[config.mk]
export PLATFORM = sky130hd
export DESIGN_NAME = rstseq_top
export DESIGN_NICKNAME = d
export VERILOG_FILES = /design/src/hdl/rstseq_pkg.sv /design/src/hdl/rstseq_top.sv
export SDC_FILE = /design/constraint.sdc
export NUM_CORES = 1
export LEC_CHECK = 0
export ABC_AREA = 1
export BUFFER_PORTS_ARGS = -buffer_cell sky130_fd_sc_hd__buf_2
export CORE_MARGIN = 5
export CORE_UTILIZATION = 40
export DETAILED_ROUTE_END_ITERATION = 8
export SLEW_MARGIN = 20
export SYNTH_ARGS = -nofsm -noshare
export SYNTH_HDL_FRONTEND = slang
export SYNTH_SLANG_ARGS = --single-unit
[constraint.sdc]
create_clock -name ref_clk -period 1.8 [get_ports ref_clk]
set_input_delay 0.36 -clock ref_clk [delete_from_list [all_inputs] [get_ports ref_clk]]
set_output_delay 0.36 -clock ref_clk [all_outputs]
set_load 0.03 [all_outputs]
[src/hdl/rstseq_pkg.sv]
// package for the reset initialization sequencer: timing counts and carriers
// assumes a single 200 MHz ref_clk; sync clock and primary clock arrive as pins
package rstseq_pkg;

    // clock rate of ref_clk
    localparam int unsigned CLK_MHZ        = 200;
    localparam int unsigned CLK_PERIOD_PS  = 5000;

    // counts in sync-clock periods (edges seen on the sampled sync pin), in primary clock periods in host mode, two per count when the divide strap is set
    localparam logic [9:0] REQ_MIN_PER     = 10'h0020;  // 32 periods
    localparam logic [9:0] DRIVE_MIN_PER   = 10'h0200;  // 512 periods
    localparam logic [9:0] SOFT_LAG_PER    = 10'h0010;  // 16 periods
    localparam logic [9:0] CFG_TURNON_PER  = 10'h0001;  // 1 period
    localparam logic [9:0] CNT_ONE         = 10'h0001;

    // release of boot pins after hard reset assertion, in ns and in cycles
    localparam int unsigned CFG_OFF_NS     = 4;
    // longest time rounds down, but never below one cycle
    localparam int unsigned CFG_OFF_CYC_RAW = (CFG_OFF_NS * 1000) / CLK_PERIOD_PS;
    localparam int unsigned CFG_OFF_CYC    = (CFG_OFF_CYC_RAW < 1) ? 1 : CFG_OFF_CYC_RAW;

    // clock lock waits
    localparam int unsigned PLL_LOCK_US    = 100;
    localparam int unsigned PLL_LOCK_CYC   = PLL_LOCK_US * CLK_MHZ;   // 20000 cycles
    localparam int unsigned DLL_LOCK_MIN   = 7680;     // system-bus clocks at 2:1
    localparam int unsigned DLL_LOCK_MAX   = 122880;   // system-bus clocks at 8:1

    // widths
    localparam int unsigned RSRC_W         = 3;
    localparam int unsigned LOCK_W         = 24;

    // sequencer states
    typedef enum logic [2:0] {
        RSQ_POR     = 3'b000,
        RSQ_LOCK    = 3'b001,
        RSQ_RUN     = 3'b010,
        RSQ_DRIVE   = 3'b011,
        RSQ_SOFT    = 3'b100,
        RSQ_SOFTONL = 3'b101
    } rstseq_state_t;

    // boot configuration captured at power-on release
    typedef struct packed {
        logic [RSRC_W-1:0] reset_source;
        logic              input_clock_divide_cfg;
    } rstseq_cfg_t;

    // the two open-drain reset pins, seen from the device
    typedef struct packed {
        logic hard_oe;
        logic soft_oe;
    } rstseq_pin_oe_t;

endpackage : rstseq_pkg

[src/hdl/rstseq_top.sv]
// reset initialization sequencer: power-on capture, hard/soft reset flow, boot pin turnaround
// assumes pins are asynchronous to ref_clk; open-drain outputs drive low while oe is high;
// the sync clock (or the primary clock in host mode, divided inside when strapped) arrives as an ordinary pin
//
// Contract
// RULE1 - requester holds hard/soft input 32 sync periods
// RULE2 - agent mode power-on held 32 sync periods
// RULE3 - driven hard/soft outputs held 512 periods
// RULE4 - soft release lags hard release 16 periods
// RULE5 - host mode straps valid 4 primary periods
// RULE6 - agent mode straps valid 4 sync periods
// RULE7 - straps stable until hard reset release
// RULE8 - stop driving boot pins within 4 ns
// RULE9 - redrive boot pins one period after release
// RULE10 - host mode counts use divided primary clock
// RULE11 - wait for clock lock before release (code stops waiting after PLL_WAIT + DLL_WAIT ref_clk cycles, locked or not)
// RULE12 - host mode power-on held 32 primary periods
`timescale 1ns/10ps
module rstseq_top
    import rstseq_pkg::*;
#(
    parameter int unsigned PLL_WAIT = PLL_LOCK_CYC,   // shorten for simulation
    parameter int unsigned DLL_WAIT = DLL_LOCK_MAX    // ref_clk cycles allowed for DLL lock
) (
    input  wire logic                 ref_clk,
    input  wire logic                 rstn,
    input  wire logic                 power_on_reset_n,
    input  wire logic                 host_mode,
    input  wire logic                 sync_clk_in,
    input  wire logic                 primary_clock_in,
    input  wire logic                 hard_reset_n_in,
    input  wire logic                 soft_reset_n_in,
    input  wire logic                 hard_req,
    input  wire logic                 soft_req,
    input  wire logic                 pll_locked,
    input  wire logic                 dll_locked,
    input  wire rstseq_cfg_t          cfg_pin_in,
    output logic                      hard_reset_n_out,
    output logic                      hard_reset_n_oe,
    output logic                      soft_reset_n_out,
    output logic                      soft_reset_n_oe,
    output rstseq_cfg_t               cfg_pin_out,
    output logic                      cfg_pin_oe,
    output rstseq_cfg_t               boot_cfg,
    output logic                      core_reset_n
);

    // two-flop synchronisers for every pin; stage one is read only by stage two
    logic [7:0] meta_q, sync_q;
    logic [3:0] cfg_meta_q, cfg_sync_q;
    always_ff @(posedge ref_clk or negedge rstn) begin
        if (!rstn) begin
            meta_q     <= 8'h00;
            sync_q     <= 8'h00;
            cfg_meta_q <= 4'h0;
            cfg_sync_q <= 4'h0;
        end else begin
            meta_q     <= {power_on_reset_n, host_mode, sync_clk_in, primary_clock_in,
                           hard_reset_n_in, soft_reset_n_in, 2'b00};
            sync_q     <= meta_q;
            cfg_meta_q <= cfg_pin_in;
            cfg_sync_q <= cfg_meta_q;
        end
    end

    logic por_n_s, host_s, syncclk_s, primclk_s, hard_in_s, soft_in_s;
    assign por_n_s   = sync_q[7];
    assign host_s    = sync_q[6];
    assign syncclk_s = sync_q[5];
    assign primclk_s = sync_q[4];
    assign hard_in_s = sync_q[3];
    assign soft_in_s = sync_q[2];

    // rising-edge enables from the sampled clocks; host mode divides primary clock when the strap asks for it
    logic sclk_d1_q, pclk_d1_q, pdiv_q, pdiv_d, sclk_d1_d, pclk_d1_d;
    logic sync_tick, prim_tick, per_tick;
    always_comb begin
        sclk_d1_d = syncclk_s;
        pclk_d1_d = primclk_s;
        prim_tick = primclk_s & ~pclk_d1_q;
        // divide-by-two when the strap asks for it, else pass through
        pdiv_d    = prim_tick ? ~pdiv_q : pdiv_q;
        sync_tick = syncclk_s & ~sclk_d1_q;
        per_tick  = host_s ? (prim_tick & (~boot_cfg.input_clock_divide_cfg | pdiv_q)) // RULE10
                           : sync_tick;
    end
    always_ff @(posedge ref_clk or negedge rstn) begin
        if (!rstn) begin
            sclk_d1_q <= 1'b0;
            pclk_d1_q <= 1'b0;
            pdiv_q    <= 1'b0;
        end else begin
            sclk_d1_q <= sclk_d1_d;
            pclk_d1_q <= pclk_d1_d;
            pdiv_q    <= pdiv_d;
        end
    end

    // saturating period counter step, used by both request filters
    function automatic logic [9:0] sat_inc(input logic [9:0] v, input logic tick);
        sat_inc = (tick && v != 10'h03FF) ? v + CNT_ONE : v;
    endfunction : sat_inc

    // input request filters: an external low only counts once held 32 periods
    logic [9:0] hreq_cnt_q, hreq_cnt_d, sreq_cnt_q, sreq_cnt_d;
    logic       hard_ext, soft_ext;
    always_comb begin
        // own drive clears the count, else our release would read back as a request
        hreq_cnt_d = (hard_in_s | hard_reset_n_oe) ? 10'h000 : sat_inc(hreq_cnt_q, per_tick);
        sreq_cnt_d = (soft_in_s | soft_reset_n_oe) ? 10'h000 : sat_inc(sreq_cnt_q, per_tick);
        hard_ext   = (hreq_cnt_q >= REQ_MIN_PER) & ~hard_reset_n_oe;   // RULE1
        soft_ext   = (sreq_cnt_q >= REQ_MIN_PER) & ~soft_reset_n_oe;   // RULE1
    end
    always_ff @(posedge ref_clk or negedge rstn) begin
        if (!rstn) begin
            hreq_cnt_q <= 10'h000;
            sreq_cnt_q <= 10'h000;
        end else begin
            hreq_cnt_q <= hreq_cnt_d;
            sreq_cnt_q <= sreq_cnt_d;
        end
    end

    // main sequencer; power-on low forces everything back to the start
    rstseq_state_t state_q, state_d;
    logic [9:0]        cnt_q, cnt_d;
    logic [LOCK_W-1:0] lock_q, lock_d;
    rstseq_cfg_t       boot_q, boot_d;
    logic              hard_oe_q, hard_oe_d, soft_oe_q, soft_oe_d, cfg_oe_q, cfg_oe_d;
    logic              core_q, core_d;

    always_comb begin
        state_d   = state_q;
        cnt_d     = cnt_q;
        lock_d    = lock_q;
        boot_d    = boot_q;
        hard_oe_d = hard_oe_q;
        soft_oe_d = soft_oe_q;
        cfg_oe_d  = cfg_oe_q;
        core_d    = core_q;
        if (!por_n_s) begin
            // straps are sampled continuously; last value before release wins
            state_d   = RSQ_POR;
            boot_d    = cfg_sync_q;                                    // RULE5 RULE6
            hard_oe_d = 1'b1;
            soft_oe_d = 1'b1;
            cfg_oe_d  = 1'b0;
            core_d    = 1'b0;
            cnt_d     = 10'h000;
            lock_d    = '0;
        end else begin
            case (state_q)
                RSQ_POR: begin
                    // power-on length is the board's duty in either mode
                    state_d = RSQ_LOCK;                                // RULE2 RULE12
                    lock_d  = '0;
                end
                RSQ_LOCK: begin
                    // bounded waits so a dead lock indicator cannot hang the part
                    lock_d = lock_q + 24'h00_0001;
                    if ((pll_locked && dll_locked) ||
                        lock_q >= LOCK_W'(PLL_WAIT + DLL_WAIT)) begin  // RULE11
                        state_d = RSQ_DRIVE;
                        cnt_d   = 10'h000;
                    end
                end
                RSQ_DRIVE: begin
                    hard_oe_d = 1'b1;
                    soft_oe_d = 1'b1;
                    cfg_oe_d  = 1'b0;                                  // RULE8
                    core_d    = 1'b0;
                    cnt_d     = sat_inc(cnt_q, per_tick);
                    // hold both outputs 512 periods; our own drive keeps the pin low and masks hard_ext, so an external request does not extend it
                    if (cnt_q >= DRIVE_MIN_PER && hard_in_s == 1'b0 && !hard_ext) begin  // RULE3
                        hard_oe_d = 1'b0;
                        state_d   = RSQ_SOFT;
                        cnt_d     = 10'h000;
                    end
                end
                RSQ_SOFT: begin
                    cnt_d = sat_inc(cnt_q, per_tick);
                    // boot pins come back after one full period, straps held to here
                    if (cnt_q >= CFG_TURNON_PER)
                        cfg_oe_d = 1'b1;                               // RULE7 RULE9
                    if (cnt_q >= SOFT_LAG_PER && cnt_q >= CFG_TURNON_PER) begin // RULE4
                        soft_oe_d = 1'b0;
                        core_d    = 1'b1;
                        state_d   = RSQ_RUN;
                    end
                end
                RSQ_SOFTONL: begin
                    // soft-only reset keeps hard reset and boot pins untouched
                    soft_oe_d = 1'b1;
                    core_d    = 1'b0;
                    cnt_d     = sat_inc(cnt_q, per_tick);
                    if (cnt_q >= DRIVE_MIN_PER) begin                  // RULE3
                        soft_oe_d = 1'b0;
                        core_d    = 1'b1;
                        state_d   = RSQ_RUN;
                    end
                end
                RSQ_RUN: begin
                    // hard outranks soft when both arrive together
                    if (hard_ext || hard_req) begin
                        state_d   = RSQ_DRIVE;
                        hard_oe_d = 1'b1;
                        soft_oe_d = 1'b1;
                        cfg_oe_d  = 1'b0;                              // RULE8
                        core_d    = 1'b0;
                        cnt_d     = 10'h000;
                    end else if (soft_ext || soft_req) begin
                        state_d   = RSQ_SOFTONL;
                        soft_oe_d = 1'b1;
                        core_d    = 1'b0;
                        cnt_d     = 10'h000;
                    end
                end
                default: begin
                    state_d = RSQ_POR;
                end
            endcase
        end
    end

    always_ff @(posedge ref_clk or negedge rstn) begin
        if (!rstn) begin
            state_q   <= RSQ_POR;
            cnt_q     <= 10'h000;
            lock_q    <= '0;
            boot_q    <= '0;
            hard_oe_q <= 1'b1;
            soft_oe_q <= 1'b1;
            cfg_oe_q  <= 1'b0;
            core_q    <= 1'b0;
        end else begin
            state_q   <= state_d;
            cnt_q     <= cnt_d;
            lock_q    <= lock_d;
            boot_q    <= boot_d;
            hard_oe_q <= hard_oe_d;
            soft_oe_q <= soft_oe_d;
            cfg_oe_q  <= cfg_oe_d;
            core_q    <= core_d;
        end
    end

    // open-drain: value is always low, enable decides; config pins echo the latched straps
    assign hard_reset_n_out = 1'b0;
    assign soft_reset_n_out = 1'b0;
    assign hard_reset_n_oe  = hard_oe_q;
    assign soft_reset_n_oe  = soft_oe_q;
    assign cfg_pin_out      = boot_q;
    assign cfg_pin_oe       = cfg_oe_q;
    assign boot_cfg         = boot_q;
    assign core_reset_n     = core_q;

endmodule : rstseq_top

==> impl_results.md, run 1 <==
* Overflow after GRT at 0
* Share of cells above drive strength 1 at 0.1657
* Yosys top cell area share at 0.4438
* CP startpoint kind: register
* Hold WS at -19.22 ps
* Setup TNS at 0 ps
* Cell family with most CP delay: simple AND/OR/NAND/NOR gates
* Lkg Pwr at 2.621 nW
* Crit-path max FO at 5
* GP Congestion at 0.9257
* Row cnt at 40
* CTS tree: built
* EDFF count, synth at 0
* HPWL Detailed at 7794 um
* Peak Freq at 0.6115 GHz
* YS warnings at 0
* Int Pwr at 3.807 mW
* Top post-synthesis cells by area: dfrtp_1 (44%), nand2_1 (12%), inv_1 (6.2%), nand3_1 (5.6%), nor2_1 (4.9%)
* I/O pins at 30
* Diode count at 0
* Kind of critical path: register to register
* Clk pwr share at 0.364
* Min-delay worst type: input port to async pin
* Most common flop cell mapped by yosys: dfrtp_1
* Area added between synthesis and finish at 15.17%
* Initial antenna violation count at 0
* Synth unique cells at 46
* Slowest CP cell: dfrtp_1
* Die width at 120.1 um
* Number of global-route vias before repair at 3943
* Top cell type by total area after synthesis: dfrtp_1
* Most used cell, CP: nand2_1
* Synth Area per Inst at 7.722 um2
* DRT iter0 DRCs at 273
* Crit path launch: hreq_cnt_q[7]
* Asr flop ratio synth at 1.000
* Power Density at 1003 nW/um2
* Max incr delay on CP at 410 ps
* Maxcap violations at 0
* Sw Ratio at 0.3202
* Residual DRC at 0
* Post-route minimum period at 1635 ps
* Worst-path clk slew at 60 ps
* Slew Limit Fails at 0
* DRT Pass-1 Iters at 5
* Vias at 4167
* Starting Density at 0.4054
* Worst-skew pair later-pin latency at 340 ps
* Routed wire length at 10400 um
* Final Hold Viols at 10
* Clk buf depth at 2
* DIE AREA at 14430 um2
* Maximum vdd ir drop at 0.5687 mV
* CP Cell Sequence: nor2_1, nand3_1, nand2_1, nand2_1, nand2_1, nand2_1, nand2_1, inv_1, nand2_1, nand2_1, nand2_1, inv_1
* DRT antenna net count at 0
* CP arrival at 1880 ps
* Violated checks: hold timing
* Worst slew margin at 0.6581
* Worst EP required at 2040 ps
* Worst-case clock skew at 5.563 ps
* Tot GR Track Use at 0.1511
* Clk sinks at 88
* Mapped Cells at 628
* Root Buffer: clkbuf_16
* Largest net degree at the start of global routing at 36
* Die Y at 120.1 um
* Htree depth at 3
* Actual slew at the worst max-slew pin at 512.9 ps
* First-pass GRT wire length at 17940 um
* Tot Pwr at 5.601 mW
* Vias per cell at 5.063
* WL per Instance at 12.63 um
* Reg2Reg Setup Slack at 160 ps
* CP bufs+invs at 2
* Logic pwr share at 0.229
* R2r startpoint: hreq_cnt_q[7]
* Setup violations, final at 0
* CTS Buf Count at 9
* P_sw at 1.793 mW
* Sequential Power Share at 0.408
* Outcome: finished, violations left
* Final worst-path cycle share at 0.9085
* Yosys reg bits at 88
* Syn Std Cell Area at 4850 um2
* RSZ-0062 raised after global routing: false
* Core ar. at 11960 um2
* Register area share after synthesis at 0.4546
* Crit path capture type: register
* Nets at 697
* IO Port Bufs at 27
## synthesized netlist by cell type, drive strengths merged (2+ instances only)
| cell type | instances |
|---|---|
| a21oi | 21 |
| a22oi | 4 |
| and3 | 2 |
| buf | 11 |
| dfrtp | 86 |
| dfstp | 2 |
| ha | 10 |
| inv | 91 |
| nand2 | 167 |
| nand3 | 60 |
| nand3b | 2 |
| nand4 | 9 |
| nor2 | 75 |
| nor3 | 14 |
| nor3b | 2 |
| nor4 | 2 |
| o21a | 2 |
| o21ai | 45 |
| o22ai | 4 |
| o31ai | 2 |
| xnor2 | 3 |
| xor2 | 6 |
## cells by family after synthesis
| kind of cell | share of synthesized area |
|---|---|
| fa+ha+maj | 0.02580 |
| compound gates | 0.09572 |
| flops | 0.4546 |
| xor+xnor | 0.01625 |
| simple gates | 0.3197 |
| other cells | 0.0007733 |
| buf+inv | 0.08720 |
## power groups by stage
stage,Clock (mW),Sequential (mW),Combinational [mW]
3_5_place_dp,0,2.31,1.26
6_report,2.04,2.28,1.28
3_3_place_gp,0,2.30,1.25
5_1_grt,2.16,2.30,1.43
4_1_cts,2.09,2.27,1.28
2_1_floorplan,0,2.34,0.857
## worst register-to-register path, cell delays in order, from the launching register on
cell,delay [ps]
dfrtp_1,410
nor2_1,110
nand3_1,80
nand2_1,110
nand2_1,140
nand2_1,110
nand2_1,70
nand2_1,150
inv_1,110
nand2_1,70
nand2_1,60
nand2_1,70
inv_1,30
## what timing repair did
action,in CTS,in global routing
buffers inserted,0,3
resized for setup,0,8
endpoints found under the setup margin,0,11
hold buffers,0,0
hold endpoints to repair,0,0
## flip-flops by register name (all words and copies together), names as in the netlist, 3 cells and up
name,cells
hreq_cnt_q,10
sreq_cnt_q,10
state_q,3
sync_q,6
lock_q,24
boot_cfg,4
cfg_meta_q,4
cnt_q,10
cfg_sync_q,4
meta_q,6
## stage by stage
stage | hold slack (ps) | util | cells | area, um2 | worst slack, ps
after floorplan | 64.41 | - | 629 | 4853 | 279.5
after global placement | 331.7 | 0.4363 | 804 | 5219 | 148.7
after detailed placement | 334.7 | 0.4363 | 804 | 5219 | 81.38
after CTS | 2.420 | 0.4633 | 820 | 5542 | 62.61
after global routing | 12.52 | 0.4669 | 823 | 5585 | 18.56
final | -19.22 | 0.4669 | 823 | 5585 | 164.7
## layout make-up
type                            instances  area (um2)
Clock inverter                          4       76.32
Inverter                               91       344.1
Sequential cell                        88        2211
Tap cell                              147       183.9
Fill cell                            1174        6376
Clock buffer                           12       246.5
Timing Repair Buffer                   43       282.8
Multi-Input combinational cell        438        2241
## placed cells by master, fill, tap and decap left out, drive strengths merged, types with 3 or more instances in the layout
cell type    n
nor3        14
clkbuf      12
nand3       60
o22ai        4
buf         43
nand2      167
inv         92
nor2        75
xnor2        3
o21ai       45
nand4        9
a22oi        4
xor2         6
ha          10
a21oi       21
dfrtp       86
## final timing paths
path                            endpoint  depth (start not counted)
setup / recovery                cnt_q[9]                         12
hold / removal             sreq_cnt_q[2]                          1
setup reg to reg                cnt_q[9]                         12
hold reg to reg            cfg_sync_q[2]                          0
max in group asynchronous       cnt_q[0]                          2
min in group ref_clk           meta_q[2]                          1
## per-layer routing
| layer | global-route usage | wire [um] | up-vias |
|---|---|---|---|
| li1 | - | - | 2097 |
| met1 | 0.2053 | 4921 | 1957 |
| met2 | 0.2371 | 4794 | 93 |
| met3 | 0.02780 | 452 | 20 |
| met4 | 0.06299 | 227 | 0 |
| met5 | 0 | 0 | - |
Note: power is estimated with default switching activity, not from simulation.
==> inputs of run 2 (changes only) <==
--- a/config.mk
+++ b/config.mk
@@ -10,6 +10,7 @@
 export CORE_MARGIN = 5
 export CORE_UTILIZATION = 40
 export DETAILED_ROUTE_END_ITERATION = 8
+export PLACE_DENSITY_LB_ADDON = 0.12
 export SLEW_MARGIN = 20
 export SYNTH_ARGS = -nofsm -noshare
 export SYNTH_HDL_FRONTEND = slang
==> run 2 against run 1 <==
  * Global-route usage up 0.44 points
  * The flow now finishes without violations
  * Highest routed layer unchanged
  * Clock skew rose by 0.54 ps
  * Maximum frequency decreased by 1.6%
  * Worst hold slack gained 130 ps
  * Combinational power up 4%
  * Power shrank 1.6%
  * Design area is essentially flat
  * Sequential share of layout area decreased by 0.10 points
  * Final cell count grew 0.24%
  * Clock power is 5% lower
  * First-iteration DRC count grew 8.8%
  * Die area unchanged
==> impl_results.md, run 2 (synthesis gave the netlist of run 1 again) <==
* Starting Density at 0.4054 (unchanged)
* Tot Pwr at 5.513 mW (was 5.601 mW)
* Setup violations, final at 0 (unchanged)
* Reg2Reg Setup Slack at 140 ps (was 160 ps)
* Final worst-path cycle share at 0.9229 (was 0.9085)
* Post-route minimum period at 1661 ps (was 1635 ps)
* Commonest non-fill, non-tap cell in the layout: nand2_1 (unchanged)
* Cells after DPL at 806 (was 804)
* CTS Buf Count at 9 (unchanged)
* Maxcap violations at 0 (unchanged)
* CP arrival at 1900 ps (was 1880 ps)
* WL per Instance at 12.85 um (was 12.63 um)
* Htree depth at 3 (unchanged)
* Vias per cell at 4.978 (was 5.063)
* Core ar. at 11960 um2 (unchanged)
* Outcome: finished, final reports clean (was finished, violations left)
* Diode count at 0 (unchanged)
* Min-delay worst type: input port to register (was input port to async pin)
* Worst EP required at 2040 ps (about the same)
* Hold_sp: sync_clk_in
* Number of stages on the worst hold path at 1
* Routed wire length at 10610 um (was 10400 um)
* Kind of critical path: register to register (unchanged)
* R2r startpoint: lock_q[0] (was hreq_cnt_q[7])
* Setup TNS at 0 ps (unchanged)
* Fin cells at 825 (was 823)
* GP Congestion at 0.8790 (was 0.9257)
* HPWL Detailed at 7988 um (was 7794 um)
* Maximum vdd ir drop at 0.4892 mV (was 0.5687 mV)
* Share of cells above drive strength 1 at 0.1667 (was 0.1657)
* Root Buffer: clkbuf_16 (unchanged)
* Peak Freq at 0.6019 GHz (was 0.6115 GHz)
* R2R Path End: lock_q[23] (was cnt_q[9])
* Nets at 699 (was 697)
* Final Hold Viols at 0 (was 10)
* IO Port Bufs at 27 (unchanged)
* Most frequent cells in the layout: nand2_1 (154), dfrtp_1 (84), inv_1 (80) (was nand2_1 (155), dfrtp_1 (81), inv_1 (80))
* DIE AREA at 14430 um2 (unchanged)
* Number of global-route vias before repair at 3907 (was 3943)
* Tot GR Track Use at 0.1556 (was 0.1511)
* Power Density at 986.2 nW/um2 (was 1003 nW/um2)
* Hold WS at 113.4 ps (was -19.22 ps)
* Largest Register: lock_q (unchanged)
* Die Y at 120.1 um (unchanged)
* CTS tree: built (unchanged)
* R2R depth at 8 (was 12)
* Worst-path clk slew at 70 ps (was 60 ps)
* Crit path capture type: register (unchanged)
* Clk buf depth at 2 (unchanged)
* First-pass GRT wire length at 18300 um (was 17940 um)
* Lkg Pwr at 2.643 nW (was 2.621 nW)
* CP startpoint kind: register (unchanged)
* DRT iter0 DRCs at 297 (was 273)
* DRT Pass-1 Iters at 4 (was 5)
* DRT antenna net count at 0 (unchanged)
* Max reg flops at 24 (unchanged)
* Largest net degree at the start of global routing at 36 (unchanged)
* Worst-case clock skew at 6.105 ps (was 5.563 ps)
* Crit-path max FO at 4 (was 5)
* Slew Limit Fails at 0 (unchanged)
* RSZ-0062 raised after global routing: false (unchanged)
* Initial antenna violation count at 0 (unchanged)
* Clk sinks at 88 (unchanged)
* Fin util at 0.4674 (was 0.4669)
* Row cnt at 40 (unchanged)
* Overflow after GRT at 0 (unchanged)
* Area added between synthesis and finish at 15.27% (was 15.17%)
* Die width at 120.1 um (unchanged)
* Worst-skew pair later-pin latency at 350 ps (was 340 ps)
* Vias at 4107 (was 4167)
* I/O pins at 30 (unchanged)
* Hold EP: meta_q[5]
* Residual DRC at 0 (unchanged)
run 2: metrics by stage:
stage	setup slack [ps]	instance area, um2
3_3_place_gp	147.6	5221
2_1_floorplan	279.5	4853
5_1_grt	7.455	5590
4_1_cts	80.91	5539
6_report	138.7	5590
3_5_place_dp	93.06	5221
run 2: worst max-delay path by stage:
stage                             start         end  slack [ps]  cells after the start
final                         lock_q[0]  lock_q[23]         140                      8
after global routing      hreq_cnt_q[7]    cnt_q[9]           7                     12
after CTS                     lock_q[0]  lock_q[18]          80                     10
after detailed placement      lock_q[0]  lock_q[18]          90                     10
after global placement        lock_q[0]  lock_q[20]         150                     10
after floorplan               lock_q[0]  lock_q[20]         280                     10
run 2: timing repair:
item                                    CTS  global route
endpoints found under the setup margin    0             7
hold endpoints to repair                  6             0
resized for setup                         0            12
hold buffers                              1             0
setup buffers                             0             2
run 2: layout make-up:
| class | count | area (um2) |
|---|---|---|
| fillers | 1189 | 6371 |
| multi-input cells | 438 | 2257 |
| repair buffers | 45 | 287.8 |
| inverters | 91 | 346.6 |
| well taps | 147 | 183.9 |
| clock buffers | 11 | 242.7 |
| clock inverters | 5 | 65.06 |
| flip-flops and latches | 88 | 2207 |
run 2: worst max-delay path: stages (launching register included):
cell and delay [ps]:
dfrtp_1 390, buf_4 140, nand3_2 90, nor2_1 100, nand2_1 120, nor3_1 400
nand3_1 140, nand4_1 110, nand2_1 50
run 2: per-layer routing:
| metal | wire length [um] | vias up | GRT usage | part of all wire |
|---|---|---|---|---|
| met5 | 0 | - | 0 | 0 |
| met1 | 5164 | 1928 | 0.2061 | 0.49 |
| met2 | 4862 | 57 | 0.2455 | 0.46 |
| met3 | 362 | 19 | 0.04336 | 0.034 |
| met4 | 214 | 0 | 0.05225 | 0.020 |
| li1 | - | 2103 | - | - |
run 2: where the power goes:
group	internal (mW)	switching, mW
registers	2.13	0.135
clock network	1.13	0.799
logic	0.433	0.892
==> inputs of run 3 (changes only) <==
--- a/config.mk
+++ b/config.mk
@@ -7,6 +7,7 @@
 export LEC_CHECK = 0
 export ABC_AREA = 1
 export BUFFER_PORTS_ARGS = -buffer_cell sky130_fd_sc_hd__buf_2
+export CORE_ASPECT_RATIO = 0.6
 export CORE_MARGIN = 5
 export CORE_UTILIZATION = 40
 export DETAILED_ROUTE_END_ITERATION = 8
==> run 3 against run 2 <==
  * Routed wire length increased by 4.0%
  * Sequential share of layout area decreased by 0.092 points
  * Sequential cell count unchanged
  * Clock skew increased by 0.78 ps
  * Design area increased by 0.29%
  * Final cell count increased by 2.2%
  * Critical path type unchanged
==> impl_results.md, run 3 (synthesis gave the netlist of run 1 again) <==
* Max reg flops at 24 (unchanged)
* I/O pins at 30 (unchanged)
* Worst-path clk slew at 70 ps (about the same)
* CP bufs+invs at 0 (was 1)
* R2R Path End: lock_q[20] (was lock_q[23])
* Hold EP: cfg_meta_q[2] (was meta_q[5])
* Hold_sp: cfg_pin_in[2] (was sync_clk_in)
* Setup violations, final at 0 (unchanged)
* Htree depth at 3 (unchanged)
* Outcome: finished, final reports clean (unchanged)
* Largest Register: lock_q (unchanged)
* CP Depth at 10 (was 8)
* Tot GR Track Use at 0.1600 (was 0.1556)
* GP Congestion at 0.9015 (was 0.8790)
* DRT antenna net count at 0 (unchanged)
* Sw Ratio at 0.3493 (was 0.3311)
* DIE AREA at 14500 um2 (was 14430 um2)
* Die width at 152.2 um (was 120.1 um)
* Max incr delay on CP at 440 ps (was 400 ps)
* First-pass GRT wire length at 18620 um (was 18300 um)
* Clk buf depth at 2 (unchanged)
* Layout fillers at 1197 (was 1189)
* Hold WS at 119.3 ps (was 113.4 ps)
* Final worst-path cycle share at 0.9520 (was 0.9229)
* Clk pwr share at 0.335 (was 0.350)
* Nets at 699 (unchanged)
* Maximum vdd ir drop at 0.4870 mV (was 0.4892 mV)
* Kind of critical path: register to register (unchanged)
* Clk sinks at 88 (unchanged)
* Root Buffer: clkbuf_16 (unchanged)
* CTS Buf Count at 9 (unchanged)
* HPWL Detailed at 8463 um (was 7988 um)
* CP Cell Sequence: ha_4, nand3_4, nor2_4, nand2_4, nor2_4, nand3_1, nor2_2, nand2_1, nand2_1, a21oi_1 (was buf_4, nand3_2, nor2_1, nand2_1, nor3_1, nand3_1, nand4_1, nand2_1)
* Initial antenna violation count at 0 (unchanged)
* Share of cells above drive strength 1 at 0.1681 (was 0.1667)
* Row cnt at 31 (was 40)
* Int Pwr at 3.520 mW (was 3.688 mW)
* Fin util at 0.4693 (was 0.4674)
* Largest net degree at the start of global routing at 34 (was 36)
* Number of stages on the worst hold path at 1 (unchanged)
* IO Port Bufs at 27 (unchanged)
* Reg2Reg Setup Slack at 90 ps (was 140 ps)
* Peak Freq at 0.5836 GHz (was 0.6019 GHz)
* Multi-input logic area at 2271 um2 (was 2257 um2)
* Area occupied by registers at 2208 um2 (was 2207 um2)
* Worst EP required at 2030 ps (was 2040 ps)
* CP startpoint kind: register (unchanged)
* Crit-path max FO at 4 (unchanged)
* Maxcap violations at 0 (unchanged)
* Setup TNS at 0 ps (unchanged)
* Sequential Power Share at 0.421 (was 0.410)
* Most frequent cells in the layout: nand2_1 (155), dfrtp_1 (83), inv_1 (80) (was nand2_1 (154), dfrtp_1 (84), inv_1 (80))
* Area added between synthesis and finish at 15.61% (was 15.27%)
* WL per Instance at 13.09 um (was 12.85 um)
* Actual slew at the worst max-slew pin at 506.1 ps
* Worst-case clock skew at 6.886 ps (was 6.105 ps)
* Logic pwr share at 0.245 (was 0.240)
* CP arrival at 1940 ps (was 1900 ps)
* R2r startpoint: lock_q[1] (was lock_q[0])
* DRT iter0 DRCs at 309 (was 297)
* Slowest CP cell: dfrtp_1 (was nor3_1)
* Final Hold Viols at 0 (unchanged)
* Starting Density at 0.4059 (was 0.4054)
* CTS tree: built (unchanged)
* Worst-skew pair later-pin latency at 340 ps (was 350 ps)
* Commonest non-fill, non-tap cell in the layout: nand2_1 (unchanged)
* DRT Pass-1 Iters at 5 (was 4)
* Power Density at 964.8 nW/um2 (was 986.2 nW/um2)
* Number of global-route vias before repair at 3735 (was 3907)
* Lkg Pwr at 2.633 nW (was 2.643 nW)
* Vias at 4095 (was 4107)
* Cell family with most CP delay: simple AND/OR/NAND/NOR gates (unchanged)
* Residual DRC at 0 (unchanged)
* Crit path capture type: register (unchanged)
* Vias per cell at 4.858 (was 4.978)
* Diode count at 0 (unchanged)
* R2R depth at 10 (was 8)
* Slew Limit Fails at 0 (unchanged)
* Overflow after GRT at 0 (unchanged)
* P_sw at 1.889 mW (was 1.825 mW)
* Min-delay worst type: input port to register (unchanged)
* Worst slew margin at 0.6600
* Die Y at 95.29 um (was 120.1 um)
* Core ar. at 11950 um2 (was 11960 um2)
* Routed wire length at 11030 um (was 10610 um)
* Post-route minimum period at 1714 ps (was 1661 ps)
==> run 3: layer usage <==
metal,track usage,vias to the layer above,wire [um]
met2,0.2042,102,4093
li1,-,2101,-
met3,0.04308,11,636
met1,0.2591,1881,6203
met5,0,-,0
met4,0.03815,0,100
==> run 3: repair_timing <==
item,4_1_cts,5_1_grt
buffers inserted,0,3
setup endpoints to repair,0,12
hold buffers,1,0
hold endpoints to repair,25,0
gates resized for setup,0,13
==> run 3: worst max-delay path by stage <==
stage	startpoint	endpoint	slack [ps]
floorplan	lock_q[0]	lock_q[20]	280
global placement	state_q[1]	lock_q[14]	120
detailed placement	lock_q[1]	lock_q[20]	50
CTS	lock_q[1]	lock_q[20]	30
global route	lock_q[1]	lock_q[20]	-20
finish	lock_q[1]	lock_q[20]	90
==> run 3: final cells by class <==
cell class,instances,share of cell area
Sequential cell,88,0.3939
Multi-Input combinational cell,438,0.4050
Tap cell,165,0.03682
Inverter,91,0.06182
Clock buffer,10,0.04084
Clock inverter,6,0.01027
Timing Repair Buffer,45,0.05133
==> run 3: per-stage QoR <==
stage               std cells  setup WS [ps]  cell area, um2  total power [mW]
floorplan                 629          279.5            4853             3.198
global placement          823          122.2            5236             3.590
detailed placement        823          46.72            5236             3.604
CTS                       840          32.76            5533             5.447
global route              843         -24.53            5607             5.749
finish                    843          86.44            5607             5.409
==> run 3: power by group through the flow <==
stage,combinational [mW],clock (mW),sequential [mW]
after floorplan,0.857,0,2.34
after global placement,1.29,0,2.30
after detailed placement,1.30,0,2.30
after CTS,1.31,1.87,2.26
after global routing,1.49,1.96,2.30
final,1.32,1.81,2.28
